==> src/tls_pkg.sv <==
// package: constants and types for the trigger layer sequencer
package tls_pkg;
  // layer indices
  localparam int TLS_ARM = 0;
  localparam int TLS_SCAN = 1;
  localparam int TLS_MEAS = 2;
  // control source codes
  localparam logic [2:0] TLS_SRC_IMM = 3'h0;
  localparam logic [2:0] TLS_SRC_HOLD = 3'h1;
  localparam logic [2:0] TLS_SRC_BUS = 3'h2;
  localparam logic [2:0] TLS_SRC_EXT = 3'h3;
  localparam logic [2:0] TLS_SRC_TBUS = 3'h4;
  localparam logic [2:0] TLS_SRC_TIMER = 3'h5;
  localparam logic [2:0] TLS_SRC_CAL = 3'h6;
  // line numbers 1..6, reset values
  localparam logic [2:0] TLS_LINE_MIN = 3'h1;
  localparam logic [2:0] TLS_LINE_MAX = 3'h6;
  localparam logic [2:0] TLS_INPUT_LINE_SELECT_RST = 3'h2;
  localparam logic [2:0] TLS_OUTPUT_LINE_SELECT_RST = 3'h1;
  // calendar limits and reset date
  localparam logic [11:0] TLS_YEAR_MIN = 12'h7ca;
  localparam logic [11:0] TLS_YEAR_MAX = 12'h82d;
  localparam logic [3:0] TLS_MON_MAX = 4'hc;
  localparam logic [4:0] TLS_DAY_MAX = 5'h1f;
  localparam logic [3:0] TLS_MON_FEB = 4'h2;
  localparam logic [11:0] TLS_YEAR_RST = 12'h7ca;
  localparam logic [3:0] TLS_MON_RST = 4'h1;
  localparam logic [4:0] TLS_DAY_RST = 5'h1;
  // output pulse width
  localparam int TLS_PULSE_NS = 10;
  localparam int TLS_CLK_NS = 10;
  localparam int TLS_PULSE_CYC = (TLS_PULSE_NS + TLS_CLK_NS - 1) / TLS_CLK_NS;
  localparam logic [3:0] TLS_PULSE_W = 4'(TLS_PULSE_CYC);
  // layer sequencer states
  typedef enum logic [2:0] {
    TLS_IDLE, TLS_WAIT, TLS_DELAY, TLS_ACT, TLS_DONE
  } tls_state_e;
endpackage : tls_pkg

==> src/tls_pulse.sv <==
// fixed-width pulse stretcher for one trigger output
`timescale 1ns/100ps
module tls_pulse
  import tls_pkg::*;
(
  // clocking
  input wire logic clk_in,
  input wire logic rst_in,
  input wire logic ce_in,
  // request and pulse
  input wire logic fire_in,
  output logic pulse_out
);
  logic [3:0] cnt;
  logic [3:0] next_cnt;

  // a new request restarts the count, so one exit gives one pulse
  always_comb begin
    next_cnt = cnt;
    if (fire_in) begin
      next_cnt = TLS_PULSE_W;
    end else if (cnt != 4'h0) begin
      next_cnt = cnt - 4'h1;
    end
  end

  always_ff @(posedge clk_in or posedge rst_in) begin
    if (rst_in) begin
      cnt <= 4'h0;
      pulse_out <= 1'b0;
    end else if (ce_in) begin
      cnt <= next_cnt;
      pulse_out <= (next_cnt != 4'h0);
    end
  end
endmodule // tls_pulse

==> src/tls_sequencer.sv <==
// three-layer trigger sequencer: arm, scan and measure
// Operation
// - scan/measure timers pace only while timer is the layer's source
// - arm layer has no timer
// - bypass command skips pending wait; error and ignored if not waiting
// - separate-line mode: measure input and output on distinct lines
// - shared-line mode: measure input and output on one line
// - arm and scan always use separate lines
// - source bypass with external/bus-line source skips first-pass wait
// - scan/measure bypass also skips the layer delay
// - repeat passes (count >1) wait for the event despite bypass
// - first-pass bypass re-arms only after return to previous layer/idle
// - bypass enables arm/scan exit pulse; else no pulse
// - arm/scan pulse on bus output line if bus source, else completion
// - measure pulse always after device action completes
// - wait-for-event setting disables bypass, holds until event
// - input line selectable 1 to 6
// - input line equal to output line: error, keep old value
// - output line equal to input line: error, ignore
// - shared line selectable 1 to 6
// - calendar date years 1994-2093, months 1-12, days 1-31
// - nonexistent date: error, keep stored date
// - timer event fires at interval start and at each expiry
// - calendar source only in arm layer, fires at programmed date/time
`timescale 1ns/100ps
module tls_sequencer
  import tls_pkg::*;
(
  // clocking
  input wire logic clk_in,
  input wire logic rst_in,
  input wire logic ce_in,
  // run control
  input wire logic start_in,
  input wire logic abort_in,
  input wire logic action_done_in,
  output logic action_start_out,
  output logic idle_out,
  // per-layer configuration, index 0 arm, 1 scan, 2 measure
  input wire logic [2:0] src_in [3],
  input wire logic [15:0] count_in [3],
  input wire logic [2:0] bypass_en_in,
  input wire logic [15:0] delay_in [3],
  input wire logic [31:0] timer_in [3],
  input wire logic shared_line_protocol_in,
  // line assignment commands
  input wire logic [2:0] input_line_select_wr_in,
  input wire logic [2:0] output_line_select_wr_in,
  input wire logic [2:0] line_data_in,
  input wire logic shared_line_wr_in,
  // calendar
  input wire logic date_wr_in,
  input wire logic [11:0] year_in,
  input wire logic [3:0] month_in,
  input wire logic [4:0] day_in,
  input wire logic cal_match_in,
  // events
  input wire logic [2:0] signal_in,
  input wire logic bus_trig_in,
  input wire logic ext_trig_in,
  input wire logic [5:0] tbus_in,
  // outputs
  output logic [5:0] tbus_out,
  output logic [5:0] tbus_oe_out,
  output logic completion_out,
  output logic error_out,
  output logic [2:0] input_line_select_out [3],
  output logic [2:0] output_line_select_out [3],
  output logic [2:0] shared_line_out,
  output logic [11:0] year_out,
  output logic [3:0] month_out,
  output logic [4:0] day_out
);
  // day count of a month, leap years by divisibility by four in range
  function automatic logic date_ok(input logic [11:0] y, input logic [3:0] m,
                                   input logic [4:0] d);
    logic [4:0] lim;
    lim = 5'h1f;
    if (m == 4'h4 || m == 4'h6 || m == 4'h9 || m == 4'hb) begin
      lim = 5'h1e;
    end else if (m == TLS_MON_FEB) begin
      lim = (y[1:0] == 2'h0) ? 5'h1d : 5'h1c;
    end
    date_ok = (y >= TLS_YEAR_MIN) && (y <= TLS_YEAR_MAX) && (m != 4'h0)
              && (m <= TLS_MON_MAX) && (d != 5'h0) && (d <= TLS_DAY_MAX)
              && (d <= lim);
  endfunction

  function automatic logic line_ok(input logic [2:0] l);
    line_ok = (l >= TLS_LINE_MIN) && (l <= TLS_LINE_MAX);
  endfunction

  // one-hot of a line number 1..6 onto bus bits 0..5
  function automatic logic [5:0] line_bit(input logic [2:0] l);
    line_bit = 6'h01 << (l - 3'h1);
  endfunction

  tls_state_e st [3];
  tls_state_e next_st [3];
  logic [15:0] pass [3];
  logic [15:0] next_pass [3];
  logic [31:0] tmr [3];
  logic [31:0] next_tmr [3];
  logic [15:0] dly [3];
  logic [15:0] next_dly [3];
  logic [2:0] first;
  logic [2:0] next_first;
  logic [2:0] evt;
  logic [2:0] exit_fire;
  logic [2:0] enter;
  logic [2:0] pulse;
  logic [2:0] next_input_line_select [3];
  logic [2:0] next_output_line_select [3];
  logic [2:0] next_shared;
  logic [11:0] next_year;
  logic [3:0] next_month;
  logic [4:0] next_day;
  logic next_err;
  logic next_act;
  logic [5:0] next_tbus;
  logic next_comp;
  logic all_idle;
  logic err_cfg;

  assign all_idle = (st[0] == TLS_IDLE) && (st[1] == TLS_IDLE)
                    && (st[2] == TLS_IDLE);

  // event decode per layer
  always_comb begin
    logic [2:0] il;
    il = 3'h0;
    for (int i = 0; i < 3; i++) begin
      il = (i == TLS_MEAS && shared_line_protocol_in) ? shared_line_out
           : input_line_select_out[i];
      case (src_in[i])
        TLS_SRC_IMM: evt[i] = 1'b1;
        TLS_SRC_BUS: evt[i] = bus_trig_in;
        TLS_SRC_EXT: evt[i] = ext_trig_in;
        TLS_SRC_TBUS: evt[i] = |(tbus_in & line_bit(il));
        TLS_SRC_TIMER: evt[i] = (i != TLS_ARM) && (tmr[i] == 32'h0);
        TLS_SRC_CAL: evt[i] = (i == TLS_ARM) && cal_match_in;
        default: evt[i] = 1'b0;                                 // hold
      endcase
    end
  end

  // layer walking: each layer enters and waits; scan/measure delay; arm/scan hand down
  always_comb begin
    logic byp;
    byp = 1'b0;
    next_err = 1'b0;
    next_first = first;
    exit_fire = 3'h0;
    enter = 3'h0;
    next_act = 1'b0;
    for (int i = 0; i < 3; i++) begin
      next_st[i] = st[i];
      next_pass[i] = pass[i];
      next_dly[i] = dly[i];
      next_tmr[i] = tmr[i];
      // timer runs only when selected; zero means event due now
      if (i != TLS_ARM && src_in[i] == TLS_SRC_TIMER && st[i] != TLS_IDLE)
      begin
        if (tmr[i] == 32'h0 && st[i] == TLS_WAIT) begin
          next_tmr[i] = timer_in[i];
        end else if (tmr[i] != 32'h0) begin
          next_tmr[i] = tmr[i] - 32'h1;
        end
      end
    end
    if (signal_in != 3'h0) begin
      for (int i = 0; i < 3; i++) begin
        if (signal_in[i] && st[i] != TLS_WAIT) begin
          next_err = 1'b1;
        end
      end
    end
    if (abort_in) begin
      for (int i = 0; i < 3; i++) begin
        next_st[i] = TLS_IDLE;
      end
      next_first = 3'h7;
    end else begin
      if (start_in && all_idle) begin
        enter[0] = 1'b1;
      end
      for (int i = 0; i < 3; i++) begin
        byp = bypass_en_in[i] && first[i]
              && (src_in[i] == TLS_SRC_EXT || src_in[i] == TLS_SRC_TBUS);
        case (st[i])
          TLS_WAIT: begin
            if (byp || evt[i] || signal_in[i]) begin
              next_first[i] = 1'b0;
              next_dly[i] = delay_in[i];
              if (i == TLS_ARM) begin
                next_st[i] = TLS_DONE;
              end else if (byp || delay_in[i] == 16'h0) begin
                next_st[i] = (i == TLS_MEAS) ? TLS_ACT : TLS_DONE;
              end else begin
                next_st[i] = TLS_DELAY;
              end
              if (i == TLS_MEAS && (byp || delay_in[i] == 16'h0)) begin
                next_act = 1'b1;
              end
            end
          end
          TLS_DELAY: begin
            if (dly[i] <= 16'h1) begin
              next_st[i] = (i == TLS_MEAS) ? TLS_ACT : TLS_DONE;
              if (i == TLS_MEAS) begin
                next_act = 1'b1;
              end
            end else begin
              next_dly[i] = dly[i] - 16'h1;
            end
          end
          TLS_ACT: begin
            if (action_done_in) begin
              next_st[i] = TLS_DONE;
              exit_fire[i] = 1'b1;
            end
          end
          TLS_DONE: begin
            if (i < TLS_MEAS) begin
              // leaving the layer downward; bypass controls the pulse
              exit_fire[i] = bypass_en_in[i];
              enter[i + 1] = 1'b1;
              next_st[i] = TLS_IDLE;
            end else if (pass[i] + 16'h1 < count_in[i]) begin
              next_pass[i] = pass[i] + 16'h1;
              next_st[i] = TLS_WAIT;
            end else begin
              next_st[i] = TLS_IDLE;
              enter[i - 1] = 1'b1;                              // step back up
            end
          end
          default: ;
        endcase
      end
      // upper layer returning after lower finished: loop or fall idle
      for (int i = 0; i < 2; i++) begin
        if (enter[i] && i == TLS_ARM && !(start_in && all_idle)) begin
          enter[i] = 1'b0;
        end
      end
      if (enter[TLS_SCAN] && st[TLS_MEAS] == TLS_DONE) begin
        // measure layer finished its count: scan loops or ends
        enter[TLS_SCAN] = (pass[TLS_SCAN] + 16'h1 < count_in[TLS_SCAN]);
        next_pass[TLS_SCAN] = pass[TLS_SCAN] + 16'h1;
        next_first[TLS_MEAS] = 1'b1;
        if (!enter[TLS_SCAN]) begin
          next_first[TLS_SCAN] = 1'b1;
          if (pass[TLS_ARM] + 16'h1 < count_in[TLS_ARM]) begin
            next_pass[TLS_ARM] = pass[TLS_ARM] + 16'h1;
            next_st[TLS_ARM] = TLS_WAIT;
          end else begin
            next_first = 3'h7;
          end
        end else begin
          next_st[TLS_SCAN] = TLS_WAIT;
        end
        enter[TLS_SCAN] = 1'b0;
      end
      for (int i = 0; i < 3; i++) begin
        if (enter[i]) begin
          next_st[i] = TLS_WAIT;
          // wait-for-event layers simply never bypass: byp needs bypass_en
          if (i == TLS_ARM) begin
            next_pass[i] = 16'h0;
          end else if (i == TLS_MEAS || st[TLS_MEAS] == TLS_IDLE) begin
            next_pass[i] = 16'h0;
          end
          next_tmr[i] = 32'h0;
        end
      end
    end
  end

  // line, shared line and date commands, accepted only when idle
  always_comb begin
    next_shared = shared_line_out;
    next_year = year_out;
    next_month = month_out;
    next_day = day_out;
    for (int i = 0; i < 3; i++) begin
      next_input_line_select[i] = input_line_select_out[i];
      next_output_line_select[i] = output_line_select_out[i];
      if (input_line_select_wr_in[i] && all_idle) begin
        if (line_ok(line_data_in)
            && line_data_in != output_line_select_out[i]) begin
          next_input_line_select[i] = line_data_in;
        end
      end
      // an output write beside an input write would put both on one line
      if (output_line_select_wr_in[i] && all_idle) begin
        if (line_ok(line_data_in)
            && line_data_in != input_line_select_out[i]
            && !input_line_select_wr_in[i]) begin
          next_output_line_select[i] = line_data_in;
        end
      end
    end
    if (shared_line_wr_in && all_idle && line_ok(line_data_in)) begin
      next_shared = line_data_in;
    end
    if (date_wr_in && all_idle && date_ok(year_in, month_in, day_in)) begin
      next_year = year_in;
      next_month = month_in;
      next_day = day_in;
    end
  end

  // configuration writes rejected while idle raise the error pulse
  always_comb begin
    logic cfg_err;
    cfg_err = 1'b0;
    for (int i = 0; i < 3; i++) begin
      if (input_line_select_wr_in[i] && all_idle && (!line_ok(line_data_in)
          || line_data_in == output_line_select_out[i])) begin
        cfg_err = 1'b1;
      end
      if (output_line_select_wr_in[i] && all_idle && (!line_ok(line_data_in)
          || line_data_in == input_line_select_out[i]
          || input_line_select_wr_in[i])) begin
        cfg_err = 1'b1;
      end
    end
    if (shared_line_wr_in && all_idle && !line_ok(line_data_in)) begin
      cfg_err = 1'b1;
    end
    if (date_wr_in && all_idle && !date_ok(year_in, month_in, day_in)) begin
      cfg_err = 1'b1;
    end
    next_comp = 1'b0;
    next_tbus = 6'h0;
    for (int i = 0; i < 3; i++) begin
      if (pulse[i]) begin
        if (i == TLS_MEAS) begin
          next_tbus = next_tbus | line_bit(shared_line_protocol_in
            ? shared_line_out : output_line_select_out[i]);
        end else if (src_in[i] == TLS_SRC_TBUS) begin
          next_tbus = next_tbus | line_bit(output_line_select_out[i]);
        end else begin
          next_comp = 1'b1;
        end
      end
    end
    err_cfg = cfg_err;
  end

  // one stretcher per layer output
  genvar g;
  generate
    for (g = 0; g < 3; g++) begin : g_pulse
      tls_pulse u_pulse (
        .clk_in(clk_in),
        .rst_in(rst_in),
        .ce_in(ce_in),
        .fire_in(exit_fire[g]),
        .pulse_out(pulse[g])
      );
    end
  endgenerate

  // register every group
  always_ff @(posedge clk_in or posedge rst_in) begin
    if (rst_in) begin
      for (int i = 0; i < 3; i++) begin
        st[i] <= TLS_IDLE;
        pass[i] <= 16'h0;
        tmr[i] <= 32'h0;
        dly[i] <= 16'h0;
        input_line_select_out[i] <= TLS_INPUT_LINE_SELECT_RST;
        output_line_select_out[i] <= TLS_OUTPUT_LINE_SELECT_RST;
      end
      first <= 3'h7;
      shared_line_out <= TLS_LINE_MIN;
      year_out <= TLS_YEAR_RST;
      month_out <= TLS_MON_RST;
      day_out <= TLS_DAY_RST;
      error_out <= 1'b0;
      action_start_out <= 1'b0;
      idle_out <= 1'b1;
      tbus_out <= 6'h0;
      tbus_oe_out <= 6'h0;
      completion_out <= 1'b0;
    end else if (ce_in) begin
      for (int i = 0; i < 3; i++) begin
        st[i] <= next_st[i];
        pass[i] <= next_pass[i];
        tmr[i] <= next_tmr[i];
        dly[i] <= next_dly[i];
        input_line_select_out[i] <= next_input_line_select[i];
        output_line_select_out[i] <= next_output_line_select[i];
      end
      first <= next_first;
      shared_line_out <= next_shared;
      year_out <= next_year;
      month_out <= next_month;
      day_out <= next_day;
      error_out <= next_err | err_cfg;
      action_start_out <= next_act;
      idle_out <= all_idle;
      tbus_out <= next_tbus;
      tbus_oe_out <= next_tbus;   // open-drain style: drive only when pulsing
      completion_out <= next_comp;
    end
  end
endmodule // tls_sequencer

==> config.mk <==
export PLATFORM = sky130hd
export DESIGN_NAME = tls_sequencer
export DESIGN_NICKNAME = d
export VERILOG_FILES = /design/src/tls_pkg.sv /design/src/tls_pulse.sv /design/src/tls_sequencer.sv
export SDC_FILE = /design/constraint.sdc
export NUM_CORES = 1
export LEC_CHECK = 0
export BUFFER_PORTS_ARGS = -buffer_cell sky130_fd_sc_hd__buf_2
export CAP_MARGIN = 25
export CORE_MARGIN = 2
export CORE_UTILIZATION = 30
export CTS_CLUSTER_DIAMETER = 120
export CTS_CLUSTER_SIZE = 16
export DETAILED_ROUTE_END_ITERATION = 12
export PLACE_DENSITY_LB_ADDON = 0.25
export SLEW_MARGIN = 20
export SYNTH_ARGS = -nofsm -noshare
export SYNTH_HDL_FRONTEND = slang
export SYNTH_SLANG_ARGS = --single-unit
==> constraint.sdc <==
create_clock -name clk_in -period 10.3 [get_ports clk_in]
set_clock_uncertainty 0.15 [all_clocks]
set_input_delay 0.515 -clock clk_in [delete_from_list [all_inputs] [get_ports clk_in]]
set_output_delay 0.515 -clock clk_in [all_outputs]
set_load 0.01 [all_outputs]
; Word level (Yosys, flattened, before mapping)
; Index checks and enable logic that the tools add are counted.
[totals]
ff_bits = 239
in_bits = 255
output_inout_bits = 58
[op_classes]
shifts = 6
n_addsub = 17
reduce_logical = 134
n_mux = 117
n_eq_ne = 54
bitwise_logic = 7
n_lt_le_gt_ge = 13
[op_table]
columns = cell, n
row1 = 32-bit two-way mux, 9
row2 = 16-bit two-way mux, 14
row3 = 16-bit case mux with 2 select lines, 3
row4 = 3-bit two-way mux, 22
row5 = 32-bit logical NOT, 2
row6 = 64-bit two-way mux, 1
row7 = 32-bit nonzero test, 2
row8 = "32-bit by 1-bit subtractor with 32-bit output, second input constant", 2
row9 = 1-bit logical AND, 52
row10 = "16-bit by 1-bit adder with 16-bit output, second input constant", 3
row11 = "16-bit by 1-bit less-or-equal comparator with 1-bit output, second input constant", 3
row12 = 16-bit < comparator, 3
row13 = "16-bit by 1-bit subtractor with 16-bit output, second input constant", 3
row14 = 1-bit two-way mux, 44
row15 = "3-bit by 2-bit equality test with 1-bit output, second input constant", 12
row16 = 6-bit two-way mux, 6
row17 = 3-bit case mux with 4 select lines, 3
row18 = "1-bit by 3-bit << shifter with 6-bit output, first input constant", 6
row19 = 16-bit logical NOT, 2
row20 = 4-bit nonzero test, 7
row21 = "3-bit equality test, second input constant", 9
row22 = 5-bit AND reduction, 5
row23 = 4-bit two-way mux, 6
row24 = 1-bit logical OR, 23
row25 = other kinds (39), 106

; Longest topological paths before layout
; Gate-level depths: netlist of the first run.
[depth]
ltp_word = 14
mapped_depth = 20
ltp_nobuf = 16

; By module
; From an unflattened synthesis of the first run, not the netlist that was laid out.
[hier_totals]
cells_unflattened = 2090
hier_area_um2 = 17146.4
[by_module_without_submodules]
columns = mod, n_inst, area_per_inst_um2, cells_per_inst
row1 = tls_sequencer, 1, 16249.3, 1997
row2 = tls_pulse, 3, 299.0, 31

; Least setup slack after synthesis of the first run
; Ideal clock, no wire load.
[synth_timing]
path_type = flip-flop to flip-flop
from = reg pass[16] (netlist bit)
to = reg pass[34] (netlist bit)
arrival_ns = 3.914
setup_time_ns = 0.118
path_stages_with_launch = 20
setup_slack_ns = 6.118
n_path_buf = 4
path_cell_list = dfrtp_1 > ha_1 > and3_1 > and3_1 > clkbuf_1 > and3_1 > and3_1 > and3_1 > clkbuf_1 > nand3_1 > xnor2_1 > ha_1 > nand4_1 > nor3_1 > a21o_1 > or3b_2 > clkbuf_1 > and2_1 > clkbuf_1 > a21o_1
[synth_via]
elab_chain_cells = 4
[synth_rtl]
columns = element, line_no
row1 = "start, declared", tls_sequencer.sv:100  ; logic [15:0] pass [3];
row2 = "start signal, assigned by index", tls_sequencer.sv:390  ; pass[i] <= next_pass[i];
row3 = 16-bit by 1-bit adder with 16-bit output, tls_sequencer.sv:248  ; enter[TLS_SCAN] = (pass[TLS_SCAN] + 16'h1 < count_in[TLS_SCAN]);
row4 = 16-bit < comparator, tls_sequencer.sv:248
row5 = 2-bit by 1-bit inequality test with 1-bit output (no source line), n/a
row6 = 5-bit AND reduction (no source line), n/a
; No other way between the ends.
; A chain may end at the register's enable or synchronous reset.

; Worst setup path in the final report of the first run
; Ends and elaborated chain as after synthesis.

==> results of run 1 <==
## routing by layer
layer | track usage | wire length (um) | up-vias
met5 | 0 | 36 | -
met4 | 0.0540 | 1400 | 6
met2 | 0.312 | 25600 | 484
met3 | 0.0295 | 3460 | 74
met1 | 0.259 | 25200 | 8008
li1 | - | - | 8013
## registers in the layout, summed over array words and instances (netlist names)
register                   flops
tmr                           64
dly                           48
pass                          48
g_pulse.u_pulse.cnt           12
year_out                      12
input_line_select_out          9
output_line_select_out         9
st                             9
tbus_oe_out                    6
day_out                        5
month_out                      4
first                          3
g_pulse.u_pulse.pulse_out      3
shared_line_out                3
action_start_out               1
completion_out                 1
error_out                      1
idle_out                       1
## power groups by stage
stage	Combinational [mW]	Clock (mW)	Sequential (mW)
after detailed placement	1.44	0	1.40
after CTS	1.45	0.756	1.39
after global placement	1.41	0	1.39
final	1.45	0.731	1.40
after floorplan	1.05	0	1.35
after global routing	1.64	0.792	1.43
## worst paths after layout
kind | endpoint
setup / recovery | pass[34]
max in group asynchronous | tmr[7]
setup reg to reg | pass[34]
hold reg to reg | year_out[9]
hold / removal | day_out[1]
min in group clk_in | tmr[45]
## cells by family (layout without fill, tap and decap cells)
| family | Yosys count | after routing | synth area share |
|---|---|---|---|
| adders and majority gates | 64 | 64 | 0.0482 |
| DFF | 239 | 239 | 0.362 |
| xor gates and xnor gates | 40 | 40 | 0.0211 |
| other | 0 | 6 | 0 |
| buffers and inverters | 213 | 438 | 0.0520 |
| and+or+nand+nor | 787 | 787 | 0.235 |
| muxes | 42 | 42 | 0.0280 |
| AOI/OAI and AO/OA | 679 | 679 | 0.254 |
## layout make-up
cell class              instances  area [sq um]  share of cell area
multi-input cells            1612          9760               0.510
repair buffers                302          1560              0.0817
inverters                     104           398              0.0208
well taps                     704           881              0.0460
clock buffers                  32           524              0.0274
flip-flops and latches        239          6010               0.314
diodes                          6          15.0            0.000784
## worst max-delay path: cells and delay by family, from the launching register on
kind / cells / cell delay, ps
compound gates: 2 / 520
xor+xnor: 1 / 150
fa+ha+maj: 2 / 560
flops: 1 / 460
simple gates: 10 / 2760
## cells in the final DEF (no fill, tap or decap), types with 16 or more instances in the layout
master and n:
dfstp_2 20, nand4_1 22, dfrtp_1 219, nor3_1 63
nor4_1 32, nand3_1 81, nor3b_1 21, nand2_1 198
a21oi_1 178, nor2_1 199, nand2b_1 34, xnor2_1 24
o21ai_0 219, a21o_1 26, xor2_1 16, clkbuf_16 19
a22oi_1 22, buf_2 280, or3_1 24, ha_1 64
o31ai_1 26, inv_1 103, a31oi_1 32, buf_4 21
and3_1 30, mux2_2 35, o22ai_1 19
## metrics by stage
| stage | hold WS, ps | setup slack (ps) | util | total power [mW] |
|---|---|---|---|---|
| floorplan | 308 | 3110 | - | 2.39 |
| global placement | 318 | 5160 | 0.339 | 2.81 |
| detailed placement | 320 | 5550 | 0.339 | 2.84 |
| CTS | 29.4 | 5520 | 0.348 | 3.59 |
| global route | 47.6 | 5150 | 0.349 | 3.86 |
| finish | 34.4 | 5560 | 0.349 | 3.58 |
==> results summary, run 1 <==
The flow ran to the end, and the final reports show no timing, DRC or antenna violations. In the routed layout, each cell is associated on average with a via count of 5.53. The average footprint of a synthesized cell is 8.05 sq um. The internal portion of total power came out at 2.07 mW. The highest achievable clock rate is 211 MHz. The number of pins with negative max-slew slack in the final report is 0. Setup repair after global routing left no endpoint under its margin.

The H-tree depth came out at 1. The clock-pin slew of the registers on the worst-case setup and hold paths is 90 ps. The post-CTS setup buffer count came out at 0.

The count of synthesis-stage warnings from yosys is 0. For this design the static power due to leakage is 8.75 nW. The longest clock path from root to sink contains 3 buffers. Among all flip-flop cells after synthesis, the most frequent one is dfrtp_1.

For this run, the slowest stage of the critical path takes 730 ps. The number of global-route vias before repair was 15.8k. The logic depth of the worst register-to-register path came out at 15.

Of the total power, the share spent switching nets is 0.421. In the global route stage, overall resource usage came out at 0.190. The type of the worst setup path is flip-flop to flip-flop. The maximum fanout count along the critical path came out at 27. Counting flops with an async set or reset pin after synthesis yields a share of 1.00.

The largest net degree at the start of global routing came out at 123. Of the total power, registers draw 0.390. The final critical path time including I/O delays and setup came out at 4740 ps.

The share of total power dissipated in combinational logic is 0.406. By area the synthesized netlist is led by dfrtp_1 (33%), o21ai_0 (6.6%), a21oi_1 (5.4%). The startpoint of the most critical register-to-register path is pass[16]. After detailed routing, the number of remaining DRC violations is 0.

The transition at the pin with the smallest max-transition slack came out at 938 ps. The instance count after placement with tap cells included came out at 2960. The global-route wire length before repair came out at 87.5 mm. The area share of the leading cell type in the synthesized netlist is 0.330. The most numerous cell type found on the critical path is and3_1.

The count of hold-fix buffers inserted at cts is 0. The count of endpoints failing hold in the final timing report is 0. After detailed placement, the total cell area comes to 18600 sq um. The post-synthesis cell area is 16600 sq um. The number of buffers added by the clock tree synthesis step came out at 18.

The post-synthesis register bit count came out at 239. In the finished design, the share of the clock period the worst path needs comes to 0.460. The relative contribution of the clock network to total power is 0.204. Of the cells placed in the final design, the portion with a size suffix greater than 1 is 0.182.

The filler cell count in the final layout came out at 5784. The biggest area contributor in the post-synthesis netlist is dfrtp_1. The final global-route overflow total is 0. The detailed-routing iteration count for the pre-antenna-repair pass is 6. The maximum ir drop on the vdd rail is 107 uV. The filler-free cell count of the finished design is 2999. The count of nets left with antenna violations once routing finished came out at 0. The row count is 86. The I/O pin total came out at 313. The proportion of synthesized chip area in sequential cells came out at 0.362. In the final routed layout, each cell accounts on average for 18.5 um. Measured along the x axis, the die boundary spans 239 um. Data on the critical path arrives at its endpoint at 5010 ps.

The region available for standard cell placement spans 54900 sq um. The power density normalized to cell area is 187 nW/um^2. The switching power of the nets came out at 1.51 mW. The post-synthesis cell type count is 85. Wires add up to 55.6 mm. The layout overhead on the synthesized area came out at 15.3%. The initial antenna violation count came out at 9. Counting every sink on the clock net gives 239.

The number of enable-type register cells in the synthesized netlist came out at 0. The worst setup path is captured at a flip-flop. The total nets after synthesis came out at 2383.

TritonCTS built the clock tree. The quantity of gates resized following cts is 0. The final RePlAce weighted congestion came out at 0.869. The die extent in y is 239 um. Detailed placement ended at an HPWL of 40.9 mm. The post-synthesis instance total came out at 2064. The slowest stage of the critical path belongs to the cell or3b_2. The worst setup path is launched from a flip-flop. The number of maximum-capacitance violations came out at 0. The number of failing setup endpoints in the final timing report is 0. The clock insertion delay at the later pin of the skew report came out at 530 ps.

In this run the worst hold path is classified as input port to async pin. Tracing the worst setup path back leads to its startpoint at pass[16]. The relative max-transition margin is 0.372. The routed layout has 16.6k vias. The tree is rooted in a clkbuf_16. The data required time at the worst endpoint is 10570 ps. The net count of the finished layout is 2596. The setup slack of the worst register-to-register path is 5560 ps. Traced cell by cell, the critical path runs through ha_1, and3_1, and3_1, and3_1, and3_1, and3_1, nand3_1, xnor2_1, ha_1, nand4_1, nor3_1, a21o_1, or3b_2, and2_1, a21o_1. By count the netlist is led by dfrtp_1 (219), o21ai_0 (219), nor2_1 (199). The starting density of the core came out at 0.303.

The first routing iteration left 1329 violations. The count of buffers from port buffering came out at 280. The final total negative setup slack is 0 ps. The full die area came out at 57300 sq um. After routing the design area is 19100 sq um.
(Power assumes the default switching activity.)
==> run 2: changes to the inputs <==
Clock period 10.3 ns to 4.2 ns, I/O delays scaled along.
==> results summary, run 2 (synthesis results as in run 1) <==
The I/O pin total came out at 313. After floorplanning, the core was divided into 86 placement rows. The die extent in y came out at 239 um. The number of clock sinks came out at 239. The total area of multi-input combinational cells is 9780 sq um.

The number of maximum-capacitance violations is 0. Clock tree synthesis selected as its root buffer the cell clkbuf_16. The H-tree depth is 1.

The worst setup path is of the flip-flop to flip-flop kind. The number of violations reported at the end of detailed-routing iteration 0 came out at 1124. Routability-driven placement finished with a final weighted congestion of 0.872. The critical path launch point type is a flip-flop. The global-route wire length before repair is 89.8 mm.

The number of pins with negative max-slew slack in the final report came out at 0. The combinational share of power is 0.417. Headroom to the max-slew limit came out at 0.323.

The final worst-path cycle share came out at 0.958. The number of buffers added by the clock tree synthesis step is 18. The internal portion of total power is 5.18 mW. The initial utilization of the core area, before any placement, comes to 0.303. The relative contribution of the clock network to total power came out at 0.196.

The largest registers in the layout are tmr: 64 flops, dly: 48 flops, pass: 48 flops. In this run the worst hold path is classified as input port to flip-flop. The count of endpoints failing hold in the final timing report came to 0. Subtracting the final worst setup slack from the clock period gives 4020 ps. The flow ran to the end, and the final reports show no timing, DRC or antenna violations. The clock tree from TritonCTS is yes. The largest net degree at the start of global routing is 70. The share of total power dissipated in sequential elements is 0.387. The post-detailed-route count of antenna-violating nets came out at 0.

STA classifies the critical path endpoint as a flip-flop. The largest buffer count on any clock path is 3. The filler-free cell count of the finished design came out at 3165. The transition at the pin with the smallest max-transition slack came out at 1010 ps. The detailed-routing iteration count for the pre-antenna-repair pass is 5. The switching power of the nets is 3.68 mW. In the layout the commonest cells are buf_2 (280), dfrtp_1 (219), o21ai_0 (217). The number of nets at the end of the flow came out at 2769. The layout overhead on the synthesized area came out at 25.5%.

The full die area came out at 57300 sq um. The maximum ir drop on the vdd rail is 386 uV. The half-perimeter wire length after placement came out at 42.0 mm.

The top register by number of flip-flops is tmr. The remaining design rule violation count is 0. The final global-route overflow total came out at 0. The die is 239 um wide. The flip-flop and latch area came out at 6010 sq um. Setup violations remaining at the end of the flow were counted as 0.

The maximum fanout count along the critical path came out at 7. The number of global-route vias before repair came out at 16.5k. The data required time at the worst endpoint came out at 4470 ps. The endpoint arrival time on the critical path came out at 4290 ps. For this run, the total global-route usage over all layers was measured as 0.195.

The count of buffers from port buffering came out at 280. Of the total power, the share spent switching nets is 0.416. The filler cells instantiated in the layout total 5730.

The initial antenna violation count came to 11. The fraction of final layout cells with drive strength greater than 1 came out at 0.187. The total leakage power came out at 9.50 nW. The flip-flop count of the largest register after layout is 64. The routed design has 57.4 mm of wire. The highest achievable clock rate came out at 249 MHz. Clock latency on the worst-skew pair, taken at its later pin, is 530 ps. The wire length per cell after detailed routing is 18.1 um.

The placeable core area came out at 54900 sq um. The clock-pin slew of the registers on the worst-case setup and hold paths came out at 80 ps. The library cell used most frequently in the layout, excluding fill and tap cells, is buf_2. The final total negative setup slack came out at 0 ps. The routed via count divided by cell count came out at 5.45.

Once placement completed, the tool counted placed cells totaling 2994. The overall via count from detail_route came out at 17.3k. The power density normalized to cell area came out at 425 nW/um^2.
==> run 2: per-stage QoR <==
step                      power, mW  instance area (sq um)  setup WS (ps)  hold slack (ps)  utilization
after floorplan                5.87                  16600           18.3              177            -
after global placement         6.93                  18900            114              284        0.344
after detailed placement       7.03                  18900          -5.65              291        0.344
after CTS                      8.93                  20800           51.2             1.41        0.379
after global routing           9.56                  20800          -3.42             60.5        0.380
final                          8.86                  20800            177             28.9        0.380
==> run 2: timing repair <==
item | in CTS | in global routing
buffers inserted | 0 | 0
resized for setup | 2 | 10
hold buffers | 139 | 0
pin swaps | 0 | 1
endpoints found under the hold margin | 167 | 0
gates cloned | 0 | 0
setup endpoints to repair | 7 | 49
==> run 2: routing by layer <==
layer  wire [um]  global-route usage
met1       25800               0.256
met2       26800               0.323
met3        2850              0.0316
met4        1870              0.0659
met5          46                   0
==> run 2: critical path: stages (launching register included) <==
cell     delay (ps)
dfrtp_1         350
ha_1            170
and3_1          210
and3_2          240
and3_1          180
and3_1          240
and3_4          240
nand3_1         130
xnor2_1         160
ha_1            300
nand4_1         120
nor3_1          200
a21o_2          240
or3b_2          520
and2_2          260
a21o_1          190
==> run 2: path summary, 6_finish.rpt <==
path | cells after the start | end | start | slack (ps)
worst max-delay path | 15 | pass[34] | pass[16] | 180
worst min-delay path | 5 | tmr[15] | timer_in[15] | 30
worst max register to register | 15 | pass[34] | pass[16] | 180
worst min register to register | 2 | year_out[10] | year_out[10] | 330
max in group asynchronous | 4 | st[6] | rst_in | 2600
min in group asynchronous | 3 | dly[30] | rst_in | 270
==> run 2: layout make-up <==
type / instances / area share
Inverter: 104 / 0.0189
Multi-Input combinational cell: 1612 / 0.469
Antenna cell: 5 / 0.000601
Timing Repair Buffer: 475 / 0.157
Tap cell: 704 / 0.0423
Sequential cell: 239 / 0.288
Clock buffer: 26 / 0.0241
==> run 2: power groups by stage <==
stage / registers, mW / logic, mW / clock network, mW
3_3_place_gp: 3.42 / 3.51 / 0
3_5_place_dp: 3.45 / 3.57 / 0
6_report: 3.43 / 3.70 / 1.74
2_1_floorplan: 3.31 / 2.57 / 0
5_1_grt: 3.53 / 4.15 / 1.88
4_1_cts: 3.42 / 3.69 / 1.81
